$ cat src/shift_saturate_bitset_map.svh
`ifndef SHIFT_SATURATE_BITSET_MAP_SVH
`define SHIFT_SATURATE_BITSET_MAP_SVH
// Shift count limits
`define SSB_CNT_BITS 6
`define SSB_SHIFT_MAX 6'h28
// Field position layout in the first source register
`define SSB_FEND_LSB 0
`define SSB_FSTART_LSB 5
// Saturation bounds
`define SSB_SAT_MAX 32'h7fffffff
`define SSB_SAT_MIN 32'h80000000
// Reset values
`define SSB_RESULT_RST 40'h0000000000
`endif

$ cat src/shift_saturate_bitset_pkg.sv
package shift_saturate_bitset_pkg;
  // Operation select
  typedef enum logic [3:0] {
    OP_NONE = 4'h0,
    OP_SHL = 4'h1,
    OP_SHRA = 4'h2,
    OP_SHRL = 4'h3,
    OP_SAT = 4'h4,
    OP_SETF = 4'h5
  } ssb_op_t;
  // Issue bundle from the decoder
  typedef struct packed {
    logic valid;
    logic pred_true;
    ssb_op_t op;
    logic wide;
    logic cnt_imm;
    logic fld_imm;
    logic [4:0] imm_a;
    logic [4:0] imm_b;
    logic [4:0] dst_addr;
  } ssb_issue_t;
  // Write-back bundle to the register file
  typedef struct packed {
    logic we;
    logic wide;
    logic [4:0] addr;
    logic [39:0] data;
  } ssb_wb_t;
endpackage : shift_saturate_bitset_pkg

$ cat src/shift_saturate_bitset_unit.sv
`timescale 1ns/10ps
`include "shift_saturate_bitset_map.svh"
// Summary of operation
// - Saturate 40-bit value to signed 32 bits
// - Clamp sets saturation flag cycle after write
// - Bit-set forces field start..end to ones
// - Register form: end bits 4:0, start 9:5
// - End below start passes source unchanged
// - Left shift fills zeros, writes destination
// - Register count uses six low bits
// - Counts 40 to 63 act as 40
// - Count bits above bit 5 ignored
// - Arithmetic right shift replicates sign bit
// - Logical right shift fills zeros
module shift_saturate_bitset_unit
  import shift_saturate_bitset_pkg::*;
(
  input wire logic i_sys_clk, // 40 MHz CPU clock
  input wire logic i_rst_b, // Async reset, active low
  input wire ssb_issue_t i_issue, // Decoded instruction
  input wire logic [31:0] i_first_source, // Count or field register
  input wire logic [39:0] i_second_source, // Data operand
  output ssb_wb_t o_wb, // Destination write
  output logic o_saturation_flag // Sticky flag level
);

  ssb_wb_t wb_reg;
  ssb_wb_t wb_next;
  logic sat_pend_reg;
  logic sat_pend_next;
  logic flag_reg;
  logic flag_next;
  logic [39:0] result;
  logic clamped;
  logic [5:0] cnt;
  logic [4:0] f_end;
  logic [4:0] f_start;
  logic fire;

  // Clamp a shift amount to the 40-position ceiling
  function automatic logic [5:0] clamp_cnt(input logic [5:0] c);
    if (c > `SSB_SHIFT_MAX) begin
      return `SSB_SHIFT_MAX;
    end else begin
      return c;
    end
  endfunction : clamp_cnt

  assign fire = i_issue.valid && i_issue.pred_true;

  // Count source: only six low bits reach the shifter
  always_comb begin
    if (i_issue.cnt_imm) begin
      cnt = clamp_cnt({1'b0, i_issue.imm_a});
    end else begin
      cnt = clamp_cnt(i_first_source[5:0]);
    end
  end

  // Field bounds: upper register bits are not checked, result undefined
  always_comb begin
    if (i_issue.fld_imm) begin
      f_start = i_issue.imm_a;
      f_end = i_issue.imm_b;
    end else begin
      f_end = i_first_source[`SSB_FEND_LSB +: 5];
      f_start = i_first_source[`SSB_FSTART_LSB +: 5];
    end
  end

  // Datapath for all operations
  always_comb begin
    logic [31:0] mask;
    logic signed [39:0] s40;
    logic signed [31:0] s32;
    mask = '0;
    s40 = $signed(i_second_source);
    s32 = $signed(i_second_source[31:0]);
    result = '0;
    clamped = 1'b0;
    case (i_issue.op)
      OP_SHL: begin
        result = i_second_source << cnt;
        if (!i_issue.wide) begin
          result[39:32] = 8'h00;
        end
      end
      OP_SHRA: begin
        if (i_issue.wide) begin
          result = 40'(s40 >>> cnt);
        end else begin
          result = {8'h00, 32'(s32 >>> cnt)};
        end
      end
      OP_SHRL: begin
        if (i_issue.wide) begin
          result = i_second_source >> cnt;
        end else begin
          result = {8'h00, 32'({8'h00, i_second_source[31:0]} >> cnt)};
        end
      end
      OP_SAT: begin
        if (s40 > $signed({8'h00, `SSB_SAT_MAX})) begin
          result = {8'h00, `SSB_SAT_MAX};
          clamped = 1'b1;
        end else if (s40 < $signed({8'hff, `SSB_SAT_MIN})) begin
          result = {8'h00, `SSB_SAT_MIN};
          clamped = 1'b1;
        end else begin
          result = {8'h00, i_second_source[31:0]};
        end
      end
      OP_SETF: begin
        for (int i = 0; i < 32; i++) begin
          mask[i] = (5'(i) >= f_start) && (5'(i) <= f_end);
        end
        if (f_end > f_start) begin
          result = {8'h00, i_second_source[31:0] | mask};
        end else begin
          // Equal bounds also take the set path below as a one-bit field
          result = {8'h00, i_second_source[31:0]};
          if (f_end == f_start) begin
            result = {8'h00, i_second_source[31:0] | mask};
          end
        end
      end
      default: result = '0;
    endcase
  end

  // Next write-back and flag state
  always_comb begin
    wb_next.we = fire && (i_issue.op != OP_NONE);
    wb_next.wide = i_issue.wide && (i_issue.op != OP_SAT)
      && (i_issue.op != OP_SETF);
    wb_next.addr = i_issue.dst_addr;
    wb_next.data = result;
    sat_pend_next = fire && (i_issue.op == OP_SAT) && clamped;
    // Flag is sticky; only reset clears it here
    flag_next = flag_reg | sat_pend_reg;
  end

  // Registers
  always_ff @(posedge i_sys_clk or negedge i_rst_b) begin
    if (!i_rst_b) begin
      wb_reg <= '{we: 1'b0, wide: 1'b0, addr: 5'h00,
        data: `SSB_RESULT_RST};
      sat_pend_reg <= 1'b0;
      flag_reg <= 1'b0;
    end else begin
      wb_reg <= wb_next;
      sat_pend_reg <= sat_pend_next;
      flag_reg <= flag_next;
    end
  end

  assign o_wb = wb_reg;
  assign o_saturation_flag = flag_reg;

  // Checks on issue look one cycle later, where the registered write-back stands
  a_flag_after_write: assert property (@(posedge i_sys_clk)
    disable iff (!i_rst_b) sat_pend_reg |-> o_wb.we ##1 o_saturation_flag)
    else $error("saturation flag late");
  a_no_write_false: assert property (@(posedge i_sys_clk)
    disable iff (!i_rst_b) (i_issue.valid && !i_issue.pred_true)
    |=> !o_wb.we) else $error("write on false predicate");
  a_sat_max_value: assert property (@(posedge i_sys_clk)
    disable iff (!i_rst_b) (fire && i_issue.op == OP_SAT
    && !i_second_source[39] && i_second_source[38:31] != 8'h00)
    |=> o_wb.data[31:0] == 32'h7fffffff) else $error("sat max");
  a_sat_min_value: assert property (@(posedge i_sys_clk)
    disable iff (!i_rst_b) (fire && i_issue.op == OP_SAT
    && i_second_source[39] && i_second_source[38:31] != 8'hff)
    |=> o_wb.data[31:0] == 32'h80000000) else $error("sat min");
  a_sat_narrow_result: assert property (@(posedge i_sys_clk)
    disable iff (!i_rst_b) (fire && i_issue.op == OP_SAT)
    |=> !o_wb.wide && o_wb.data[39:32] == 8'h00) else $error("sat width");
  a_setf_pass_through: assert property (@(posedge i_sys_clk)
    disable iff (!i_rst_b) (fire && i_issue.op == OP_SETF
    && f_end < f_start) |=> o_wb.data[31:0] == $past(i_second_source[31:0]))
    else $error("bit-set pass failed");
  a_setf_end_bit: assert property (@(posedge i_sys_clk)
    disable iff (!i_rst_b) (fire && i_issue.op == OP_SETF
    && f_end > f_start) |=> o_wb.data[$past(f_end)]
    && o_wb.data[$past(f_start)]) else $error("field not set");
  // Register form: bounds read straight from the source, not via f_end
  a_setf_reg_bounds: assert property (@(posedge i_sys_clk)
    disable iff (!i_rst_b) (fire && i_issue.op == OP_SETF
    && !i_issue.fld_imm && i_first_source[4:0] > i_first_source[9:5])
    |=> o_wb.data[$past(i_first_source[4:0])]
    && o_wb.data[$past(i_first_source[9:5])]) else $error("reg bounds");
  a_shl_zero_fill: assert property (@(posedge i_sys_clk)
    disable iff (!i_rst_b) (fire && i_issue.op == OP_SHL && cnt != 6'h00)
    |=> !o_wb.data[0]) else $error("shl fill");
  a_shl_big_count: assert property (@(posedge i_sys_clk)
    disable iff (!i_rst_b) (fire && i_issue.op == OP_SHL && i_issue.wide
    && !i_issue.cnt_imm && i_first_source[5:0] >= 6'h28)
    |=> o_wb.data == 40'h0000000000) else $error("shl clamp");
  // A zero count in the six low bits must pass data whatever sits above
  a_count_upper_ignored: assert property (@(posedge i_sys_clk)
    disable iff (!i_rst_b) (fire && !i_issue.cnt_imm
    && (i_issue.op == OP_SHL || i_issue.op == OP_SHRA
    || i_issue.op == OP_SHRL) && i_first_source[5:0] == 6'h00)
    |=> o_wb.data[31:0] == $past(i_second_source[31:0]))
    else $error("count upper bits used");
  a_shra_sign_fill: assert property (@(posedge i_sys_clk)
    disable iff (!i_rst_b) (fire && i_issue.op == OP_SHRA && i_issue.wide
    && cnt == 6'h28) |=> o_wb.data == {40{$past(i_second_source[39])}})
    else $error("sign fill");
  a_shra_narrow_sign: assert property (@(posedge i_sys_clk)
    disable iff (!i_rst_b) (fire && i_issue.op == OP_SHRA && !i_issue.wide)
    |=> o_wb.data[31] == $past(i_second_source[31]))
    else $error("narrow sign");
  // Wide results keep bit 31 live, so only the top bit of the width is zero
  a_shrl_zero_fill: assert property (@(posedge i_sys_clk)
    disable iff (!i_rst_b) (fire && i_issue.op == OP_SHRL && cnt != 6'h00)
    |=> !o_wb.data[39] && (o_wb.wide || !o_wb.data[31]))
    else $error("zero fill");
  a_issue_to_write: assert property (@(posedge i_sys_clk)
    disable iff (!i_rst_b) (fire && i_issue.op != OP_NONE) |=> o_wb.we)
    else $error("write not next cycle");
  a_flag_from_clamp: assert property (@(posedge i_sys_clk)
    disable iff (!i_rst_b) $rose(o_saturation_flag) |-> $past(sat_pend_reg))
    else $error("flag without clamp");

endmodule : shift_saturate_bitset_unit

$ cat config.mk
export PLATFORM = sky130hd
export DESIGN_NAME = shift_saturate_bitset_unit
export DESIGN_NICKNAME = d
export VERILOG_FILES = /design/src/shift_saturate_bitset_pkg.sv /design/src/shift_saturate_bitset_unit.sv
export VERILOG_INCLUDE_DIRS = /design/src
export SDC_FILE = /design/constraint.sdc
export NUM_CORES = 1
export LEC_CHECK = 0
export BUFFER_PORTS_ARGS = -buffer_cell sky130_fd_sc_hd__buf_2
export CAP_MARGIN = 20
export CORE_MARGIN = 1
export CORE_UTILIZATION = 25
export DETAILED_ROUTE_END_ITERATION = 8
export PLACE_DENSITY = 0.39
export SYNTH_ARGS = -nofsm -noshare
export SYNTH_HDL_FRONTEND = slang
export SYNTH_SLANG_ARGS = --single-unit
$ cat constraint.sdc
create_clock -name i_sys_clk -period 0.9 [get_ports i_sys_clk]
set_input_delay 0.09 -clock i_sys_clk [delete_from_list [all_inputs] [get_ports i_sys_clk]]
set_output_delay 0.09 -clock i_sys_clk [all_outputs]
set_load 0.02 [all_outputs]
After elaboration in Yosys (flattened, before gate mapping)
Index checks and enable logic that the tools add are counted.
{"block": "op_classes", "n_eq_ne": 8, "n_div": 0, "reduce_logical": 39, "n_mul": 0, "n_mux": 16, "n_addsub": 0, "shifts": 5, "order_cmp": 69, "bitwise": 2}
{"cell": "40-bit case mux with 5 select lines", "n": 1}
{"cell": "32-bit two-way mux", "n": 4}
{"cell": "5-bit greater-or-equal comparator (first input constant)", "n": 16}
{"cell": "5-bit less-or-equal comparator (first input constant)", "n": 16}
{"cell": "40-bit two-way mux", "n": 2}
{"cell": "4-bit by 5-bit greater-or-equal comparator with 1-bit output (first input constant)", "n": 8}
{"cell": "40-bit by 32-bit greater-than comparator with 1-bit output (second input constant)", "n": 1}
{"cell": "4-bit by 5-bit less-or-equal comparator with 1-bit output (first input constant)", "n": 8}
{"cell": "40-bit by 32-bit less-than comparator with 1-bit output (second input constant)", "n": 1}
{"cell": "40-bit by 6-bit left shift with 40-bit output", "n": 1}
{"cell": "40-bit by 6-bit >> shifter with 40-bit output", "n": 1}
{"cell": "40-bit by 6-bit >>> shifter with 40-bit output", "n": 1}
{"cell": "1-bit logical AND", "n": 38}
{"cell": "32-bit bitwise OR", "n": 1}
{"cell": "32-bit by 6-bit >> shifter with 32-bit output", "n": 1}
{"cell": "32-bit by 6-bit >>> shifter with 32-bit output", "n": 1}
{"cell": "3-bit by 5-bit greater-or-equal comparator with 1-bit output (first input constant)", "n": 4}
{"cell": "3-bit by 5-bit less-or-equal comparator with 1-bit output (first input constant)", "n": 4}
{"cell": "6-bit two-way mux", "n": 3}
{"cell": "1-bit by 5-bit greater-or-equal comparator with 1-bit output (first input constant)", "n": 2}
{"cell": "2-bit by 5-bit greater-or-equal comparator with 1-bit output (first input constant)", "n": 2}
{"cell": "1-bit by 5-bit less-or-equal comparator with 1-bit output (first input constant)", "n": 2}
{"cell": "2-bit by 5-bit less-or-equal comparator with 1-bit output (first input constant)", "n": 2}
{"cell": "5-bit two-way mux", "n": 2}
{"cell": "other kinds (12)", "n": 17}
{"block": "word_totals", "out_inout_bits": 48, "rom_bits": 0, "inputBits": 98, "latch_bits": 0, "memories": 0, "ramBits": 0, "ff_bits": 49}

Depth between registers and ports, before layout
{"block": "depth", "depth_word": 7, "depth_mapped": 14}

Least setup slack after synthesis
No wires, ideal clock.
{"block": "synth_path", "kind": "in2reg", "start": "input port i_issue[15] in the netlist's numbering", "end": "register wb_reg (netlist bit o_wb[10])", "path_buffers": 3, "path_slack_ns": -2.070, "setup_ns": 0.139, "arrival_ns": 2.832, "cell_stages": 14, "path_cell_list": "buf_2 clkbuf_1 mux2_2 inv_1 ha_1 nand2b_1 a31oi_1 o31a_1 clkbuf_1 a221oi_1 o21ai_0 o21ai_0 a22o_1 or4_1"}
{"block": "synth_between", "elab_chain_cells": 7, "elab_cells_between_ends": 11, "cone_classes": "3 x order compare; 1 x eq/ne; 5 x mux; 1 x bitwise; 1 x reduce/logical"}
{"element": "start, declared", "line": "shift_saturate_bitset_unit.sv:20", "text": "input wire ssb_issue_t i_issue,"}
{"element": "5-bit two-way mux", "line": "shift_saturate_bitset_unit.sv:62", "text": "if (i_issue.fld_imm) begin"}
{"element": "4-bit by 5-bit greater-or-equal comparator with 1-bit output / 4-bit by 5-bit less-or-equal comparator with 1-bit output (equally long branches)", "line": "shift_saturate_bitset_unit.sv:115", "text": "mask[i] = (5'(i) >= f_start) && (5'(i) <= f_end);"}
{"element": "1-bit logical AND", "line": "shift_saturate_bitset_unit.sv:115"}
{"element": "32-bit bitwise OR", "line": "shift_saturate_bitset_unit.sv:118, shift_saturate_bitset_unit.sv:123"}
{"element": "32-bit two-way mux", "line": "shift_saturate_bitset_unit.sv:122", "text": "if (f_end == f_start) begin"}
{"element": "32-bit two-way mux (*)", "line": "shift_saturate_bitset_unit.sv:117", "text": "if (f_end > f_start) begin"}
{"element": "40-bit case mux with 5 select lines (*)", "line": "shift_saturate_bitset_unit.sv:81", "text": "case (i_issue.op)"}
{"element": "named net result[10]", "line": "shift_saturate_bitset_unit.sv:33", "text": "logic [39:0] result;"}
{"element": "end signal, assigned", "line": "shift_saturate_bitset_unit.sv:146", "text": "wb_reg <= '{we: 1'b0, wide: 1'b0, addr: 5'h00,"}
{"element": "end signal, assigned", "line": "shift_saturate_bitset_unit.sv:151", "text": "wb_reg <= wb_next;"}
{"element": "end, declared", "line": "shift_saturate_bitset_unit.sv:27", "text": "ssb_wb_t wb_reg;"}
The timed path passes the listed nets; every way through them passes the cells marked *.

Final worst setup path
{"block": "layout_path", "start": "input port i_issue[15] in the netlist's numbering", "end": "register wb_reg (netlist bit o_wb[14])"}
Same word-level chain as after synthesis.

==> results.md <==
- The worst hold-check slack is 0.0707 ns.
- The total routed wirelength is 88300 µm.
- The signal arrival time at the worst endpoint is 2.61 ns.
- The number of global-route vias before repair came to 16666.
- The required time of the worst setup path is 1.06 ns.
- The largest individual stage delay along the critical path comes from the cell sky130_fd_sc_hd__a211o_1.
- The height of the die is 205 µm.
- The clock tree skew after final layout is 0.0000610 ns.
- The global routing stage identified its most utilized layer as met2.
- The count of antenna diodes in the layout is 0.
- The headroom to the max-slew limit is 52.4%.
- The synthesized design contains 49 register bits.
- The element type at the critical path end is a flip-flop.
- Overall power consumption after layout is estimated at 0.0227 W.
- The detailed-routing iteration count for the pre-antenna-repair pass is 6.
- The commonest non-fill, non-tap cell in the layout is sky130_fd_sc_hd__buf_4.
- During synthesis, Yosys emitted a total of 0 warnings.
- In this run the number of H-tree levels came out at 2.
- The floorplan die width is 205 µm.
- The area of the die is 0.0421 mm².
- Once detailed placement completed, the half-perimeter wirelength came to 69700 µm.
- The total power divided by cell area is 1030 mW/mm².
- The maximum fanout along the worst path is 6.
- Sorting the synthesized cells by area gives the leading types as sky130_fd_sc_hd__dfrtp_1, sky130_fd_sc_hd__mux2i_1, sky130_fd_sc_hd__a21oi_1.
- The smallest clock period supported by the final layout is computed as 2.46 ns.
- Cell internal power was estimated by the tool at 0.0117 W.
- The root buffer cell is sky130_fd_sc_hd__clkbuf_16.
- For this design the static power due to leakage is 9.31 nW.
- The adder and majority cell fraction of the synthesized area is 0.606%.
- Global routing consumed, over all layers together, 40.8% of the routing resources.
- The mean cell area of the mapped netlist is 7.02 µm².
- The total CTS buffers is 5.
- At the pin with the least slew margin, the transition time is 0.709 ns.
- The share of total power dissipated in combinational logic is 79.9%.
- The worst setup path is launched from an input pin.
- The worst-case vdd ir drop is 0.000770 V.
- At the end of routability-driven placement, the weighted congestion stood at 1.06.
- The effective utilization at floorplan is 25.3%.
- Of the post-synthesis cell area, the dominant cell type holds 11.9%.
- The buffer depth of the longest clock path is 2.
- The switching share of total power is 48.2%.
- The area growth from synthesis to layout is 113%.
- Traced cell by cell, the critical path runs through buf_12, buf_6, mux2_4, inv_4, ha_4, nand2b_4, a31oi_4, o31a_1, buf_6, nor2_4, a21oi_2, a211o_1, o211ai_1, a211o_1.
- The number of antenna violations at the first check in global routing is 4.
- The critical path is of the input pin to flip-flop type.
- The cell count after synthesis is 1470.
- The pin count of the biggest net entering global routing is 50.
- The final-report setup violation count is 76.
- The worst-case setup margin in the final layout is -1.56 ns.
- The final cell area excluding filler cells is 0.0220 mm².
- The checks that failed: setup timing.
- The final hold violation count is 0.
- The net count of the finished layout is 2382.
- In this run the cell area measured after placement is 0.0166 mm².
- The share of power burned in the clock network is 9.2%.
- After Yosys synthesis, and, or, nand and nor cells account for 20.9% of the synthesized area.
- The share of total power dissipated in sequential elements is 10.9%.
- Clock-pin slew was measured on the worst setup and hold paths at 0.07 ns.
- The fraction of met3 tracks used by global routing is 7.97%.
- The largest incremental delay on the critical path is 0.39 ns.
- The number of nets with antenna violations after routing is 0.
- Setup repair after global routing could not meet its margin everywhere.
- Static timing analysis puts the maximum clock frequency at 0.407 GHz.
- The worst path uses 273% of the clock period.
- The first global-routing pass estimated 123000 µm of wire.
- The mux contribution to synthesized area is 14.5%.
- The count of max-cap constraint violations is 0.
- The largest family of logic cells by synthesized area is compound AO/OA/AOI/OAI gates.
- TritonCTS built the clock tree.
- After global routing the overflow that remains totals 0.
- The routing usage on met2 is 61.2%.
- The ratio of cells with drive above 1 in the final layout is 62.4%.
- The met1 track utilization from global routing is 55.2%.
- The number of pins with negative max-slew slack in the final report was 0.
- The switching power summed over all nets is 0.0109 W.
- Row generation in the floorplan step produced 74 rows.
- The proportion of register bits with asynchronous set or reset after synthesis is 100%.
- After detailed routing, the number of vias per cell comes to 6.20.
- In this run the cell area of the synthesized design comes to 0.0103 mm².
- The iteration-0 DRC count of the detailed router is 1900.
- The sink count of the clock tree is 49.
- After detailed routing, the number of remaining DRC violations is 0.
- In the synthesized netlist the dominant register cell turns out to be sky130_fd_sc_hd__dfrtp_1.
- Fill cells in the final layout number 3880.
- Pin placement for this block handled 146 I/O pins.
- The number of synthesized flops with an enable pin is 0.
- The register with the most flip-flops in the layout has 47 of them.
- The detail-routed net length per standard cell is 31.4 µm.
- The library cells used most frequently in the layout, excluding fill and tap cells, are sky130_fd_sc_hd__buf_4, sky130_fd_sc_hd__buf_6, sky130_fd_sc_hd__nor2_1, sky130_fd_sc_hd__a21oi_1, sky130_fd_sc_hd__nand2_1.
- The synthesized-area fraction occupied by ao, oa, aoi and oai cells is 44.5%.
- The most area-hungry cell type in the Yosys netlist is sky130_fd_sc_hd__dfrtp_1.
- The distinct cell type count of the synthesized netlist is 89.
- The clock latency reported for the late side of the worst-skew pair is 0.31 ns.
- The xor-xnor portion of the synthesized cell area is 0%.
- Across all layers, the routed design uses 17419 vias.
- The region available for standard cell placement spans 0.0407 mm².
- The number of buffer cells added on primary ports is 123.
- The sequential element share of the synthesized area is 11.9%.
- The flow ran to the end, but the final reports show violations.
- The total nets after synthesis is 1573.
- The worst hold path class is input pin to flip-flop.
==> cell type report <==
cell class / instances / area [µm²] / share of cell area [%]
well taps: 532 / 666 / 3.02
inverters: 25 / 96.3 / 0.438
flip-flops and latches: 49 / 1230 / 5.59
clock inverters: 1 / 7.51 / 0.0341
repair buffers: 942 / 8250 / 37.5
clock buffers: 6 / 139 / 0.631
multi-input cells: 1256 / 11600 / 52.8
==> critical path: cells and delay by family <==
| family | cells | cell delay, ns |
|---|---|---|
| buf+inv | 4 | 0.47 |
| mux | 1 | 0.31 |
| compound gates | 6 | 1.37 |
| simple gates | 2 | 0.19 |
| fa+ha+maj | 1 | 0.19 |
==> cells by family (layout without fill, tap and decap cells) <==
family	after synthesis	after routing
AO/OA/AOI/OAI	654	655
adder cells (fa/ha/maj)	5	5
buffers and inverters	166	974
flip-flops	49	49
multiplexers	144	144
AND/OR/NAND/NOR	452	452
==> per-layer routing <==
layer | vias to the layer above | wire [µm]
met5 | - | 23
met4 | 4 | 5660
met3 | 272 | 8120
met2 | 1100 | 37100
met1 | 8626 | 37400
li1 | 7417 | -
==> power by group through the flow <==
stage,Combinational (W),Clock [W],Sequential [W]
2_1_floorplan,0.00561,0,0.00265
3_3_place_gp,0.0130,0,0.00247
3_5_place_dp,0.0129,0,0.00247
4_1_cts,0.0162,0.00210,0.00247
5_1_grt,0.0185,0.00215,0.00248
6_report,0.0181,0.00208,0.00247
==> path summary, 6_finish.rpt <==
path | cells after the start | from | endpoint | slack, ns
min in group asynchronous | 3 | i_rst_b | o_wb[19]$_DFF_PN0_ | 0.30
max in group asynchronous | 3 | i_rst_b | o_wb[6]$_DFF_PN0_ | 0.34
min reg2reg | 1 | sat_pend_reg$_DFF_PN0_ | o_saturation_flag$_DFF_PN0_ | 0.43
min | 3 | i_issue[22] | sat_pend_reg$_DFF_PN0_ | 0.07
max reg2reg | 1 | o_saturation_flag$_DFF_PN0_ | o_saturation_flag$_DFF_PN0_ | 0.12
max | 14 | i_issue[15] | o_wb[14]$_DFF_PN0_ | -1.56
==> Yosys cell counts, drive strengths merged, types with 5 or more instances <==
| library cell | number |
|---|---|
| a221oi | 13 |
| o21ai | 106 |
| a211o | 27 |
| nor2 | 119 |
| nor4 | 16 |
| ha | 5 |
| a2111oi | 9 |
| nand3 | 58 |
| nor3 | 44 |
| a221o | 5 |
| nand4 | 11 |
| or4 | 5 |
| a21o | 16 |
| a211oi | 86 |
| nand2 | 112 |
| o211ai | 63 |
| dfrtp | 49 |
| clkbuf | 52 |
| a311oi | 6 |
| o21a | 10 |
| mux2 | 29 |
| and2 | 21 |
| o31ai | 19 |
| o22ai | 16 |
| or2 | 12 |
| o21bai | 6 |
| a32oi | 17 |
| buf | 89 |
| a31oi | 43 |
| a21oi | 138 |
| o221ai | 10 |
| or3 | 15 |
| o2111ai | 6 |
| o32ai | 8 |
| and3 | 13 |
| nand2b | 13 |
| nor2b | 5 |
| mux2i | 114 |
| a22oi | 7 |
| inv | 24 |
| a21boi | 9 |
==> timing repair <==
item	in CTS	in global routing
resized for setup	616	219
hold buffers	6	0
setup endpoints to repair	89	89
pin swaps	159	120
setup buffers	112	55
cloned	6	1
endpoints found under the hold margin	54	0
==> per-stage QoR <==
step	worst slack (ns)	std cells	setup TNS, ns	util, %
finish	-1.56	2811	-55.38	54.0
global route	-1.52	2811	-57.86	54.0
CTS	-1.50	2771	-54.19	50.6
detailed placement	-2.63	2651	-84.96	40.7
global placement	-2.72	2651	-85.64	40.7
floorplan	-1.57	1470	-52.17	-
Note: power is estimated with default switching activity, not from simulation.
